**config.mk**
```make
export PLATFORM = sky130hd
export DESIGN_NAME = isr_regs
export DESIGN_NICKNAME = d
export VERILOG_FILES = /design/src/inc/isr_pkg.sv /design/src/rtl/isr_flag_bit.sv /design/src/rtl/isr_regs.sv
export SDC_FILE = /design/constraint.sdc
export NUM_CORES = 1
export LEC_CHECK = 0
export ABC_CLOCK_PERIOD_IN_PS = 4500
export BUFFER_PORTS_ARGS = -buffer_cell sky130_fd_sc_hd__buf_2
export CAP_MARGIN = 20
export CORE_AREA = 4 4 194 196
export DETAILED_ROUTE_END_ITERATION = 10
export DIE_AREA = 0 0 198 200
export GPL_ROUTABILITY_DRIVEN = 0
export PLACE_DENSITY_LB_ADDON = 0.12
export SLEW_MARGIN = 0
export SYNTH_ARGS = -nofsm -noshare
export SYNTH_HDL_FRONTEND = slang
export SYNTH_SLANG_ARGS = --single-unit
```
**constraint.sdc**
```tcl
create_clock -name clock_i -period 4.5 [get_ports clock_i]
set_clock_uncertainty 0.15 [all_clocks]
set_input_delay 1.125 -clock clock_i [delete_from_list [all_inputs] [get_ports clock_i]]
set_output_delay 1.125 -clock clock_i [all_outputs]
set_load 0.02 [all_outputs]
```
**src/inc/isr_pkg.sv**
```systemverilog
// package: register indices, flag positions and shared carrier types for the serializer data/irq bank
package isr_pkg;
  localparam int ISR_DW = 16;
  localparam int ISR_AW = 4;
  // register indices on the word-wide cpu port (dma uses channel pairs)
  localparam logic [3:0] ISR_IDX_TX_LEFT_LOW = 4'h0;
  localparam logic [3:0] ISR_IDX_TX_LEFT_HIGH = 4'h1;
  localparam logic [3:0] ISR_IDX_TX_RIGHT_LOW = 4'h2;
  localparam logic [3:0] ISR_IDX_TX_RIGHT_HIGH = 4'h3;
  localparam logic [3:0] ISR_IDX_IRQ_FLAGS = 4'h4;
  localparam logic [3:0] ISR_IDX_IRQ_ENABLES = 4'h5;
  localparam logic [3:0] ISR_IDX_RX_LEFT_LOW = 4'h8;
  localparam logic [3:0] ISR_IDX_RX_LEFT_HIGH = 4'h9;
  localparam logic [3:0] ISR_IDX_RX_RIGHT_LOW = 4'hA;
  localparam logic [3:0] ISR_IDX_RX_RIGHT_HIGH = 4'hB;
  // dma channel selectors
  localparam logic [1:0] ISR_DMA_TX_LEFT = 2'h0;
  localparam logic [1:0] ISR_DMA_TX_RIGHT = 2'h1;
  localparam logic [1:0] ISR_DMA_RX_LEFT = 2'h2;
  localparam logic [1:0] ISR_DMA_RX_RIGHT = 2'h3;
  // flag / enable bit positions
  localparam int ISR_BIT_STEREO_TX = 5;
  localparam int ISR_BIT_MONO_TX = 4;
  localparam int ISR_BIT_STEREO_RX = 3;
  localparam int ISR_BIT_MONO_RX = 2;
  localparam int ISR_BIT_FRAME_ERR = 1;
  localparam int ISR_BIT_OVER_UNDER = 0;
  localparam int ISR_NFLAGS = 6;
  localparam logic [15:0] ISR_RESET_WORD = 16'h0000;
  localparam logic [5:0] ISR_RESET_FLAGS = 6'h00;

  typedef struct packed {
    logic tx_need;
    logic rx_ready;
    logic frame_err;
    logic over_under;
  } isr_events_s;

  typedef struct packed {
    logic [31:0] left;
    logic [31:0] right;
  } isr_pair_s;
endpackage

```
**src/rtl/isr_flag_bit.sv**
```systemverilog
// one sticky clear-on-read flag bit with set-over-clear priority
`timescale 1ns/1ps
module isr_flag_bit
  import isr_pkg::*;
(
  input wire logic clock_i,
  input wire logic rst_n_i,
  input wire logic set_i,
  input wire logic clear_i,
  output logic flag_o
);
  logic next_flag;

  always_comb
  begin
    next_flag = flag_o;
    if (clear_i)
    begin
      next_flag = 1'b0;
    end
    // an event in the clearing cycle survives
    if (set_i)
    begin
      next_flag = 1'b1;
    end
  end

  always_ff @(posedge clock_i)
  begin
    if (!rst_n_i)
    begin
      flag_o <= 1'b0;
    end
    else
    begin
      flag_o <= next_flag;
    end
  end
endmodule

```
**src/rtl/isr_regs.sv**
```systemverilog
// data holding registers and interrupt flag/enable registers of the audio serializer
//
// Functional notes
// RL1: two 32-bit tx holders, cpu halves
// RL2: two 32-bit rx holders, cpu halves
// RL3: dma moves whole 32-bit words
// RL4: tx half 0 low, half 1 high
// RL5: rx left low half, rw, resets zero
// RL6: rx high halves upper bits, right likewise
// RL7: tx halves rw, full range, reset zero
// RL8: stereo tx need sets bit 5
// RL9: mono tx need sets bit 4
// RL10: stereo rx ready sets bit 3
// RL11: mono rx ready sets bit 2
// RL12: frame sync error sets bit 1
// RL13: overrun or underrun sets bit 0
// RL14: flags read-only, cleared by reading
// RL15: enable 5 gates stereo tx irq
// RL16: enable 4 gates mono tx irq
// RL17: enables 3, 2 gate rx irqs
// RL18: enables 1, 0 gate errors, reset zero
// RL19: stereo service writes all four tx halves
// RL20: mono service writes left tx halves
// RL21: service reads rx halves per mode
// RL22: bits 15..6 read zero
// RL23: irq when flag and enable coincide
`timescale 1ns/1ps
module isr_regs
  import isr_pkg::*;
#(
  parameter int DW = ISR_DW,
  parameter int AW = ISR_AW
)
(
  input wire logic clock_i,
  input wire logic rst_n_i,
  // cpu 16-bit register port
  input wire logic cpu_sel_i,
  input wire logic cpu_we_i,
  input wire logic [AW-1:0] cpu_addr_i,
  input wire logic [DW-1:0] cpu_wdata_i,
  output logic [DW-1:0] cpu_rdata_o,
  output logic cpu_ack_o,
  // dma 32-bit port
  input wire logic dma_sel_i,
  input wire logic dma_we_i,
  input wire logic [1:0] dma_chan_i,
  input wire logic [31:0] dma_wdata_i,
  output logic [31:0] dma_rdata_o,
  output logic dma_ack_o,
  // serializer side
  input wire logic mono_i,
  input wire isr_events_s events_i,
  input wire isr_pair_s rx_sample_i,
  input wire logic rx_load_i,
  output isr_pair_s tx_sample_o,
  output logic irq_o
);
  // ----------------------------------------------------------------
  // state
  // ----------------------------------------------------------------
  logic [DW-1:0] tx_left_low, tx_left_high, tx_right_low, tx_right_high;
  logic [DW-1:0] rx_left_low, rx_left_high, rx_right_low, rx_right_high;
  logic [ISR_NFLAGS-1:0] irq_enables;
  logic [ISR_NFLAGS-1:0] irq_flags;
  logic [DW-1:0] next_tx_left_low, next_tx_left_high, next_tx_right_low, next_tx_right_high;
  logic [DW-1:0] next_rx_left_low, next_rx_left_high, next_rx_right_low, next_rx_right_high;
  logic [ISR_NFLAGS-1:0] next_irq_enables;
  logic [DW-1:0] next_cpu_rdata;
  logic [31:0] next_dma_rdata;
  logic [ISR_NFLAGS-1:0] flag_set;
  logic [ISR_NFLAGS-1:0] flag_clear;
  logic cpu_wr, cpu_rd, dma_wr, dma_rd;

  assign cpu_wr = cpu_sel_i && cpu_we_i;
  assign cpu_rd = cpu_sel_i && !cpu_we_i;
  assign dma_wr = dma_sel_i && dma_we_i;
  assign dma_rd = dma_sel_i && !dma_we_i;

  // ----------------------------------------------------------------
  // flag sources
  // ----------------------------------------------------------------
  always_comb
  begin
    flag_set = '0;
    // RL8: stereo tx request
    flag_set[ISR_BIT_STEREO_TX] = events_i.tx_need && !mono_i;
    // RL9: mono tx request
    flag_set[ISR_BIT_MONO_TX] = events_i.tx_need && mono_i;
    // RL10: stereo rx ready
    flag_set[ISR_BIT_STEREO_RX] = events_i.rx_ready && !mono_i;
    // RL11: mono rx ready
    flag_set[ISR_BIT_MONO_RX] = events_i.rx_ready && mono_i;
    // RL12: frame sync error
    flag_set[ISR_BIT_FRAME_ERR] = events_i.frame_err;
    // RL13: over or under run
    flag_set[ISR_BIT_OVER_UNDER] = events_i.over_under;
  end

  // RL14: clear on flag read
  assign flag_clear = {ISR_NFLAGS{cpu_rd && (cpu_addr_i == ISR_IDX_IRQ_FLAGS[AW-1:0])}};

  genvar gi;
  generate
    for (gi = 0; gi < ISR_NFLAGS; gi++)
    begin : g_flag
      isr_flag_bit u_flag (
        .clock_i(clock_i),
        .rst_n_i(rst_n_i),
        .set_i(flag_set[gi]),
        .clear_i(flag_clear[gi]),
        .flag_o(irq_flags[gi])
      );
    end
  endgenerate

  // ----------------------------------------------------------------
  // register writes
  // ----------------------------------------------------------------
  always_comb
  begin
    next_tx_left_low = tx_left_low;
    next_tx_left_high = tx_left_high;
    next_tx_right_low = tx_right_low;
    next_tx_right_high = tx_right_high;
    next_rx_left_low = rx_left_low;
    next_rx_left_high = rx_left_high;
    next_rx_right_low = rx_right_low;
    next_rx_right_high = rx_right_high;
    next_irq_enables = irq_enables;
    // newly received words land first; a software write in the same cycle wins after
    if (rx_load_i)
    begin
      // RL6: upper halves hold upper bits
      {next_rx_left_high, next_rx_left_low} = rx_sample_i.left;
      {next_rx_right_high, next_rx_right_low} = rx_sample_i.right;
    end
    if (cpu_wr)
    begin
      case (cpu_addr_i)
        // RL7: tx halves full range
        ISR_IDX_TX_LEFT_LOW[AW-1:0]: next_tx_left_low = cpu_wdata_i;
        ISR_IDX_TX_LEFT_HIGH[AW-1:0]: next_tx_left_high = cpu_wdata_i;
        ISR_IDX_TX_RIGHT_LOW[AW-1:0]: next_tx_right_low = cpu_wdata_i;
        ISR_IDX_TX_RIGHT_HIGH[AW-1:0]: next_tx_right_high = cpu_wdata_i;
        // RL18: enables read/write
        ISR_IDX_IRQ_ENABLES[AW-1:0]: next_irq_enables = cpu_wdata_i[ISR_NFLAGS-1:0];
        // RL5: rx halves writable
        ISR_IDX_RX_LEFT_LOW[AW-1:0]: next_rx_left_low = cpu_wdata_i;
        ISR_IDX_RX_LEFT_HIGH[AW-1:0]: next_rx_left_high = cpu_wdata_i;
        ISR_IDX_RX_RIGHT_LOW[AW-1:0]: next_rx_right_low = cpu_wdata_i;
        ISR_IDX_RX_RIGHT_HIGH[AW-1:0]: next_rx_right_high = cpu_wdata_i;
        default: next_irq_enables = irq_enables;
      endcase
    end
    // RL3: dma whole word write
    if (dma_wr)
    begin
      case (dma_chan_i)
        // RL4: low half gets bits 15..0
        ISR_DMA_TX_LEFT: {next_tx_left_high, next_tx_left_low} = dma_wdata_i;
        ISR_DMA_TX_RIGHT: {next_tx_right_high, next_tx_right_low} = dma_wdata_i;
        ISR_DMA_RX_LEFT: {next_rx_left_high, next_rx_left_low} = dma_wdata_i;
        ISR_DMA_RX_RIGHT: {next_rx_right_high, next_rx_right_low} = dma_wdata_i;
        default: next_irq_enables = next_irq_enables;
      endcase
    end
  end

  // ----------------------------------------------------------------
  // read data
  // ----------------------------------------------------------------
  always_comb
  begin
    next_cpu_rdata = cpu_rdata_o;
    if (cpu_rd)
    begin
      case (cpu_addr_i)
        // RL1: cpu sees tx halves
        ISR_IDX_TX_LEFT_LOW[AW-1:0]: next_cpu_rdata = tx_left_low;
        ISR_IDX_TX_LEFT_HIGH[AW-1:0]: next_cpu_rdata = tx_left_high;
        ISR_IDX_TX_RIGHT_LOW[AW-1:0]: next_cpu_rdata = tx_right_low;
        ISR_IDX_TX_RIGHT_HIGH[AW-1:0]: next_cpu_rdata = tx_right_high;
        // RL22: reserved bits zero
        ISR_IDX_IRQ_FLAGS[AW-1:0]: next_cpu_rdata = {{(DW-ISR_NFLAGS){1'b0}}, irq_flags};
        ISR_IDX_IRQ_ENABLES[AW-1:0]: next_cpu_rdata = {{(DW-ISR_NFLAGS){1'b0}}, irq_enables};
        // RL2: cpu sees rx halves
        ISR_IDX_RX_LEFT_LOW[AW-1:0]: next_cpu_rdata = rx_left_low;
        ISR_IDX_RX_LEFT_HIGH[AW-1:0]: next_cpu_rdata = rx_left_high;
        ISR_IDX_RX_RIGHT_LOW[AW-1:0]: next_cpu_rdata = rx_right_low;
        ISR_IDX_RX_RIGHT_HIGH[AW-1:0]: next_cpu_rdata = rx_right_high;
        // unmapped indices answer zero
        default: next_cpu_rdata = ISR_RESET_WORD;
      endcase
    end
  end

  always_comb
  begin
    next_dma_rdata = dma_rdata_o;
    // RL3: dma whole word read
    if (dma_rd)
    begin
      case (dma_chan_i)
        ISR_DMA_TX_LEFT: next_dma_rdata = {tx_left_high, tx_left_low};
        ISR_DMA_TX_RIGHT: next_dma_rdata = {tx_right_high, tx_right_low};
        ISR_DMA_RX_LEFT: next_dma_rdata = {rx_left_high, rx_left_low};
        ISR_DMA_RX_RIGHT: next_dma_rdata = {rx_right_high, rx_right_low};
        default: next_dma_rdata = dma_rdata_o;
      endcase
    end
  end

  // ----------------------------------------------------------------
  // registers
  // ----------------------------------------------------------------
  always_ff @(posedge clock_i)
  begin
    if (!rst_n_i)
    begin
      // RL7: everything resets to zero
      tx_left_low <= ISR_RESET_WORD;
      tx_left_high <= ISR_RESET_WORD;
      tx_right_low <= ISR_RESET_WORD;
      tx_right_high <= ISR_RESET_WORD;
      rx_left_low <= ISR_RESET_WORD;
      rx_left_high <= ISR_RESET_WORD;
      rx_right_low <= ISR_RESET_WORD;
      rx_right_high <= ISR_RESET_WORD;
      irq_enables <= ISR_RESET_FLAGS;
      cpu_rdata_o <= ISR_RESET_WORD;
      dma_rdata_o <= '0;
      cpu_ack_o <= 1'b0;
      dma_ack_o <= 1'b0;
      tx_sample_o <= '0;
      irq_o <= 1'b0;
    end
    else
    begin
      tx_left_low <= next_tx_left_low;
      tx_left_high <= next_tx_left_high;
      tx_right_low <= next_tx_right_low;
      tx_right_high <= next_tx_right_high;
      rx_left_low <= next_rx_left_low;
      rx_left_high <= next_rx_left_high;
      rx_right_low <= next_rx_right_low;
      rx_right_high <= next_rx_right_high;
      irq_enables <= next_irq_enables;
      cpu_rdata_o <= next_cpu_rdata;
      dma_rdata_o <= next_dma_rdata;
      cpu_ack_o <= cpu_sel_i;
      dma_ack_o <= dma_sel_i;
      // RL4: sample word halves joined
      tx_sample_o <= '{left: {next_tx_left_high, next_tx_left_low}, right: {next_tx_right_high, next_tx_right_low}};
      // RL15: stereo tx gate
      // RL16: mono tx gate
      // RL17: rx gates per mode
      // RL23: flag and enable coincide
      irq_o <= |(irq_flags & irq_enables);
    end
  end
endmodule

```
# Word-level counts from Yosys, hierarchy flattened
# Index checks and enable logic that the tools add are counted.
# W data, S select, Z words.
dict set report word_totals {
  inputBits 130
  wordCells 102
  regBits 255
  out_inout_bits 115
}
dict set report classes {
  bitwise 1
  n_reduce_logical 22
  mux 45
  n_eq_ne 12
}
# operator n
set op_table {}
lappend op_table {{$mux W16} 36}
lappend op_table {{$pmux W16 S10} 1}
lappend op_table {{$pmux W32 S4} 1}
lappend op_table {{$eq A4 B4 Y1 const B} 4}
lappend op_table {{$reduce_bool A2 Y1} 6}
lappend op_table {{$logic_and A1 B1 Y1} 9}
lappend op_table {{$eq A4 B2 Y1 const B} 2}
lappend op_table {{$eq A4 B3 Y1 const B} 2}
lappend op_table {{$mux W1} 7}
lappend op_table {{$and A6 B6 Y6} 1}
lappend op_table {{$reduce_or A6 Y1} 1}
lappend op_table {{$eq A2 B2 Y1 const B} 2}
lappend op_table {{$eq A4 B1 Y1 const B} 1}
lappend op_table {{$logic_not A4 Y1} 1}
lappend op_table {{$logic_not A1 Y1} 3}
lappend op_table {{$eq A2 B1 Y1 const B} 1}
lappend op_table {{$logic_not A2 Y1} 1}
lappend op_table {{$reduce_and A2 Y1} 1}

# Longest topological paths before layout
dict set report depth {
  word_depth 5
  depth_mapped 8
  ltp_nobuf 4
}

# Cells and area by module
# Synthesis repeated with hierarchy kept, for this count alone.
dict set report unflattened {
  hier_cells 1247
  area_unflattened_um2 10689.0
}
# mod cells_each area_each_um2 seq_area_each_um2 instances
set by_module_without_submodules {}
lappend by_module_without_submodules {isr_regs 1229 10441.3 3703.6 1}
lappend by_module_without_submodules {isr_flag_bit 3 41.3 20.0 6}

# Worst setup path before layout
# OpenSTA, ideal clock, no wires.
dict set report synth_timing {
  path_kind {input to register}
  startpoint {input cpu_addr_i[1]}
  endpoint {register rx_left_low[10]}
  setup_slack_ns 1.916
  setup_ns 0.132
  t_arrival_ns 2.302
  n_path_buf 2
  required_ns 4.218
  cell_stages 6
  path_cell_list {or2_2 or2_2 clkbuf_1 clkbuf_1 o211ai_1 a21oi_1}
}
dict set report synth_between {
  elab_chain_cells 5
}
# item line
set synth_lines {}
lappend synth_lines {{from (decl)} isr_regs.sv:40} ;# input wire logic [AW-1:0] cpu_addr_i,
lappend synth_lines {{$eq A4 B4 Y1 *} isr_regs.sv:140} ;# case (cpu_addr_i)
lappend synth_lines {{$mux W16 *} isr_regs.sv:140}
lappend synth_lines {{$mux W16 *} isr_regs.sv:138} ;# if (cpu_wr)
lappend synth_lines {{$mux W16} isr_regs.sv:159} ;# case (dma_chan_i)
lappend synth_lines {{$mux W16 *} isr_regs.sv:157} ;# if (dma_wr)
lappend synth_lines {{to (signal assigned)} isr_regs.sv:244} ;# rx_left_low <= next_rx_left_low;
lappend synth_lines {{to (decl)} isr_regs.sv:63} ;# logic [DW-1:0] rx_left_low, rx_left_high, rx_right_low, rx_right_high;
# Mark *: on every way between the ends. The rest lies on a longest branch, timed or not.
# A chain may end at the register's enable or synchronous reset.

# Worst setup path in the final report
dict set report layout_timing {
  startpoint {input cpu_addr_i[2]}
  endpoint {register rx_left_low[0]}
}
# Same word-level chain as after synthesis.

==> metrics.md <==
| Metric | Value |
|---|---|
| Status | `complete, no violations` |
| Die area | `0.0396 mm2` |
| Relative slew margins | `37.1%` |
| Vias per cell | `roughly 5.7` |
| Synth top area cells | `dfxtp_1 36%, mux2i_1 11%, mux4_2 8.5%` |
| Initial antenna violation count | `1` |
| Area leader, netlist | `dfxtp_1` |
| R2R cell count | `4` |
| Die height | `200 um` |
| Peak supply drop | `0.000266 V` |
| CP max stage cell | `nand4b_1` |
| Drt first pass iters | `5` |
| Syn Nets | `1,356` |
| RSZ-0062 raised after global routing | `no` |
| Asr flop ratio synth | `0%` |
| Crit path from | `cpu_addr_i[2]` |
| CP Cell Sequence | `buf_2 -> nand4b_1 -> or2_2 -> o211ai_1 -> a21oi_1` |
| Hold depth | `2` |
| Clock transition at path regs | `0.07 ns` |
| Post-DP HPWL | `34,300 um` |
| # DRC | `0` |
| Starting DRT DRC Count | `886` |
| PD cells | `320 mW/mm2` |
| Crit path capture | `rx_left_low[0]$_SDFF_PN0_` |
| TritonCTS clock tree | `yes` |
| Synth Flop Type | `dfxtp_1` |
| Number of flops mapped to enable cells by yosys | `0` |
| Core area | `0.0361 mm2` |
| Final wirelength | `49,000 um` |
| Initial Util | `29.4%` |
| # fillers | `around 4k` |
| WS Path Type | `input pin to flop` |
| Postcts setup bufs | `0` |
| Clk buf depth | `2` |
| Via count | `10.6k` |
| Fin crit period | `between 3 and 4 ns` |
| Yosys reg bits | `approximately 190` |
| Total congestion overflow | `0` |
| GRT Total Usage | `24.1%` |
| H-Tree Depth | `4` |
| Max cap viols | `0` |
| Vias in the first global route | `10.2k` |
| Pin count of the biggest net entering global routing | `111` |
| Die Width | `198 um` |
| Max Slew Vio Count | `0` |
| Non-Filler Instances | `1,863` |
| Synth Cell Area | `0.0106 mm2` |
| Period utilisation layout | `around 69%` |
| Post_cts resized | `0` |
| Setup-failing EPs final | `0` |
| Hold WC Path Type | `flop to flop` |
| Synth Instances | `1,226` |
| Avg Inst Size Synth | `between 8 and 9 um2` |
| R2R Path End | `cpu_rdata_o[12]$_SDFFE_PN0P_` |
| Worst R2R Start | `tx_sample_o[28]$_SDFF_PN0_` |
| Remaining antenna violation count after routing | `0` |
| Synth-to-Final Area Change | `18.9%` |
| Layout cell share with drive strength beyond 1 | `a little over a quarter` |
| I/O Pins | `about 250` |
| Worst-Skew Late Latency | `0.46 ns` |
| TritonCTS Sinks | `between 150 and 200` |
| Worst reg-to-reg setup slack | `roughly 2.7 ns` |
| Area share of the largest cell type after synthesis | `a little over a third` |
| Fmax | `approximately 0.32 GHz` |
| # nets final | `approximately 1.5k` |
| YS warnings | `0` |
| Finished Cell Area | `0.0126 mm2` |
| Inst Count DP | `~1.8k` |
| Measured slew at the worst slew-check pin | `0.944 ns` |
| TritonCTS buffer count | `17` |
| Setup tns final | `0 ns` |
| Total power | `4.04 mW` |
| LEAKAGE | `4.94 nW` |
| CP Launch Type | `input pin` |
| Quantity of I/O buffers inserted on ports | `roughly 240` |
| Sequential area share after synthesis | `a little over a third` |
| Cts hold-fix bufs | `0` |
| First-pass GRT wire length | `70,700 um` |
| Final hold vios | `0` |
| Worst path required time | `4.64 ns` |
| Critical path peak fanout | `27` |
| Yosys cell types | `49` |
| Root Buffer | `clkbuf_16` |
| CP peak stage delay | `0.77 ns` |
| Worst setup EP type | `flop` |
| Placed Area | `0.0121 mm2` |
| WL per Instance | `roughly 26 um` |
| Rows | `70` |
| Arrival @ worst endpoint | `3.26 ns` |
how the worst min path moves through the flow:
stage                                              start                              endpoint  slack (ns)
floorplan           g_flag[3].u_flag.flag_o$_SDFFE_PN0P_  g_flag[3].u_flag.flag_o$_SDFFE_PN0P_        0.32
global placement            dma_rdata_o[19]$_SDFFE_PN0P_          dma_rdata_o[19]$_SDFFE_PN0P_        0.29
detailed placement           dma_rdata_o[7]$_SDFFE_PN0P_           dma_rdata_o[7]$_SDFFE_PN0P_        0.29
CTS                          dma_rdata_o[7]$_SDFFE_PN0P_           dma_rdata_o[7]$_SDFFE_PN0P_        0.30
global route                 dma_rdata_o[7]$_SDFFE_PN0P_           dma_rdata_o[7]$_SDFFE_PN0P_        0.32
finish                       dma_rdata_o[0]$_SDFFE_PN0P_           dma_rdata_o[0]$_SDFFE_PN0P_        0.30
cells in the final DEF (no fill, tap or decap), types with 3 or more instances in the layout:
master      Yosys  routed
mux2_2          6       6
a311oi_1       32      32
nor3_1         11      11
mux2i_1       119     119
a211oi_1       40      40
o211ai_1       65      65
clkbuf_1       89       5
o221ai_1        7       7
or2_2           5       5
a21oi_1       102     102
nand2_1       174     174
o21ai_0        69      69
and2_1          5       5
nor2_1         89      87
buf_4           5      29
clkinvlp_4      0       4
a22o_1          7       7
nand4b_1        3       3
a22oi_1        29      29
o221a_2         4       4
dfxtp_1       191     191
buf_2          33     243
nand3_1        36      36
or3_1           3       3
a221oi_1        4       4
clkbuf_16       0      17
nor2b_1         9       8
inv_1           5       5
mux4_2         40      40
nand2b_1        7       7
sequential cells by signal, indices dropped and copies added (netlist names):
name	count
rx_left_high	16
irq_enables	6
g_flag.u_flag.flag_o	6
cpu_rdata_o	16
rx_left_low	16
rx_right_high	16
dma_ack_o	1
cpu_ack_o	1
tx_sample_o	64
rx_right_low	16
dma_rdata_o	32
irq_o	1
synth_stat cells, types with 3 or more instances:
master,count
dfxtp_1,191
nand2_1,174
mux2i_1,119
a21oi_1,102
clkbuf_1,89
nor2_1,89
o21ai_0,69
o211ai_1,65
a211oi_1,40
mux4_2,40
nand3_1,36
buf_2,33
a311oi_1,32
a22oi_1,29
nor3_1,11
nor2b_1,9
a22o_1,7
buf_1,7
nand2b_1,7
o221ai_1,7
mux2_2,6
and2_1,5
buf_4,5
inv_1,5
or2_2,5
a221oi_1,4
o221a_2,4
buf_6,3
nand4b_1,3
or3_1,3
metal layers:
metal / vias up / global-route usage [%] / share of wire, %
met2: 451 / 40.4 / 48
met5: - / 0 / 0.022
met4: 2 / 7.19 / 2.6
met3: 50 / 4.43 / 6.7
li1: 4846 / - / -
met1: 5247 / 31.8 / 42
cell type report:
type / count / area [um2] / share of cell area [%]
diodes: 1 / 2.50 / 0.0198
clock buffers: 23 / 458 / 3.63
clock inverters: 9 / 87.6 / 0.694
inverters: 7 / 31.3 / 0.248
multi-input cells: 890 / 6150 / 48.8
flip-flops and latches: 191 / 3820 / 30.3
well taps: 468 / 586 / 4.64
repair buffers: 274 / 1470 / 11.7
critical path, delay by kind of cell:
kind / cells / cell delay (ns)
AO/OA/AOI/OAI: 2 / 0.32
AND/OR/NAND/NOR: 2 / 1.52
buffers and inverters: 1 / 0.25
cell families (layout without fill, tap and decap cells):
family,Yosys count,after routing,synth area share [%]
AO/OA/AOI/OAI,372,372,23.1
AND/OR/NAND/NOR,353,353,14.4
flip-flops,191,191,36.0
multiplexers,165,165,20.4
buffers and inverters,145,313,6.06
other,0,1,0
power breakdown:
group / switching [mW] / total [mW] / internal (mW) / leakage [nW]
Combinational: 0.418 / 0.680 / 0.262 / 3.12
Clock: 0.730 / 1.51 / 0.779 / 0.253
Sequential: 0.0836 / 1.85 / 1.77 / 1.56
metrics by stage:
stage                     util (%)  worst slack [ns]  hold slack, ns
after detailed placement      33.4              1.04           0.294
after global placement        33.4              1.07           0.292
after CTS                     34.9              1.52           0.305
final                         35.0              1.39           0.302
after floorplan                  -              1.92           0.319
after global routing          34.9              1.32           0.318
(Power assumes the default switching activity.)
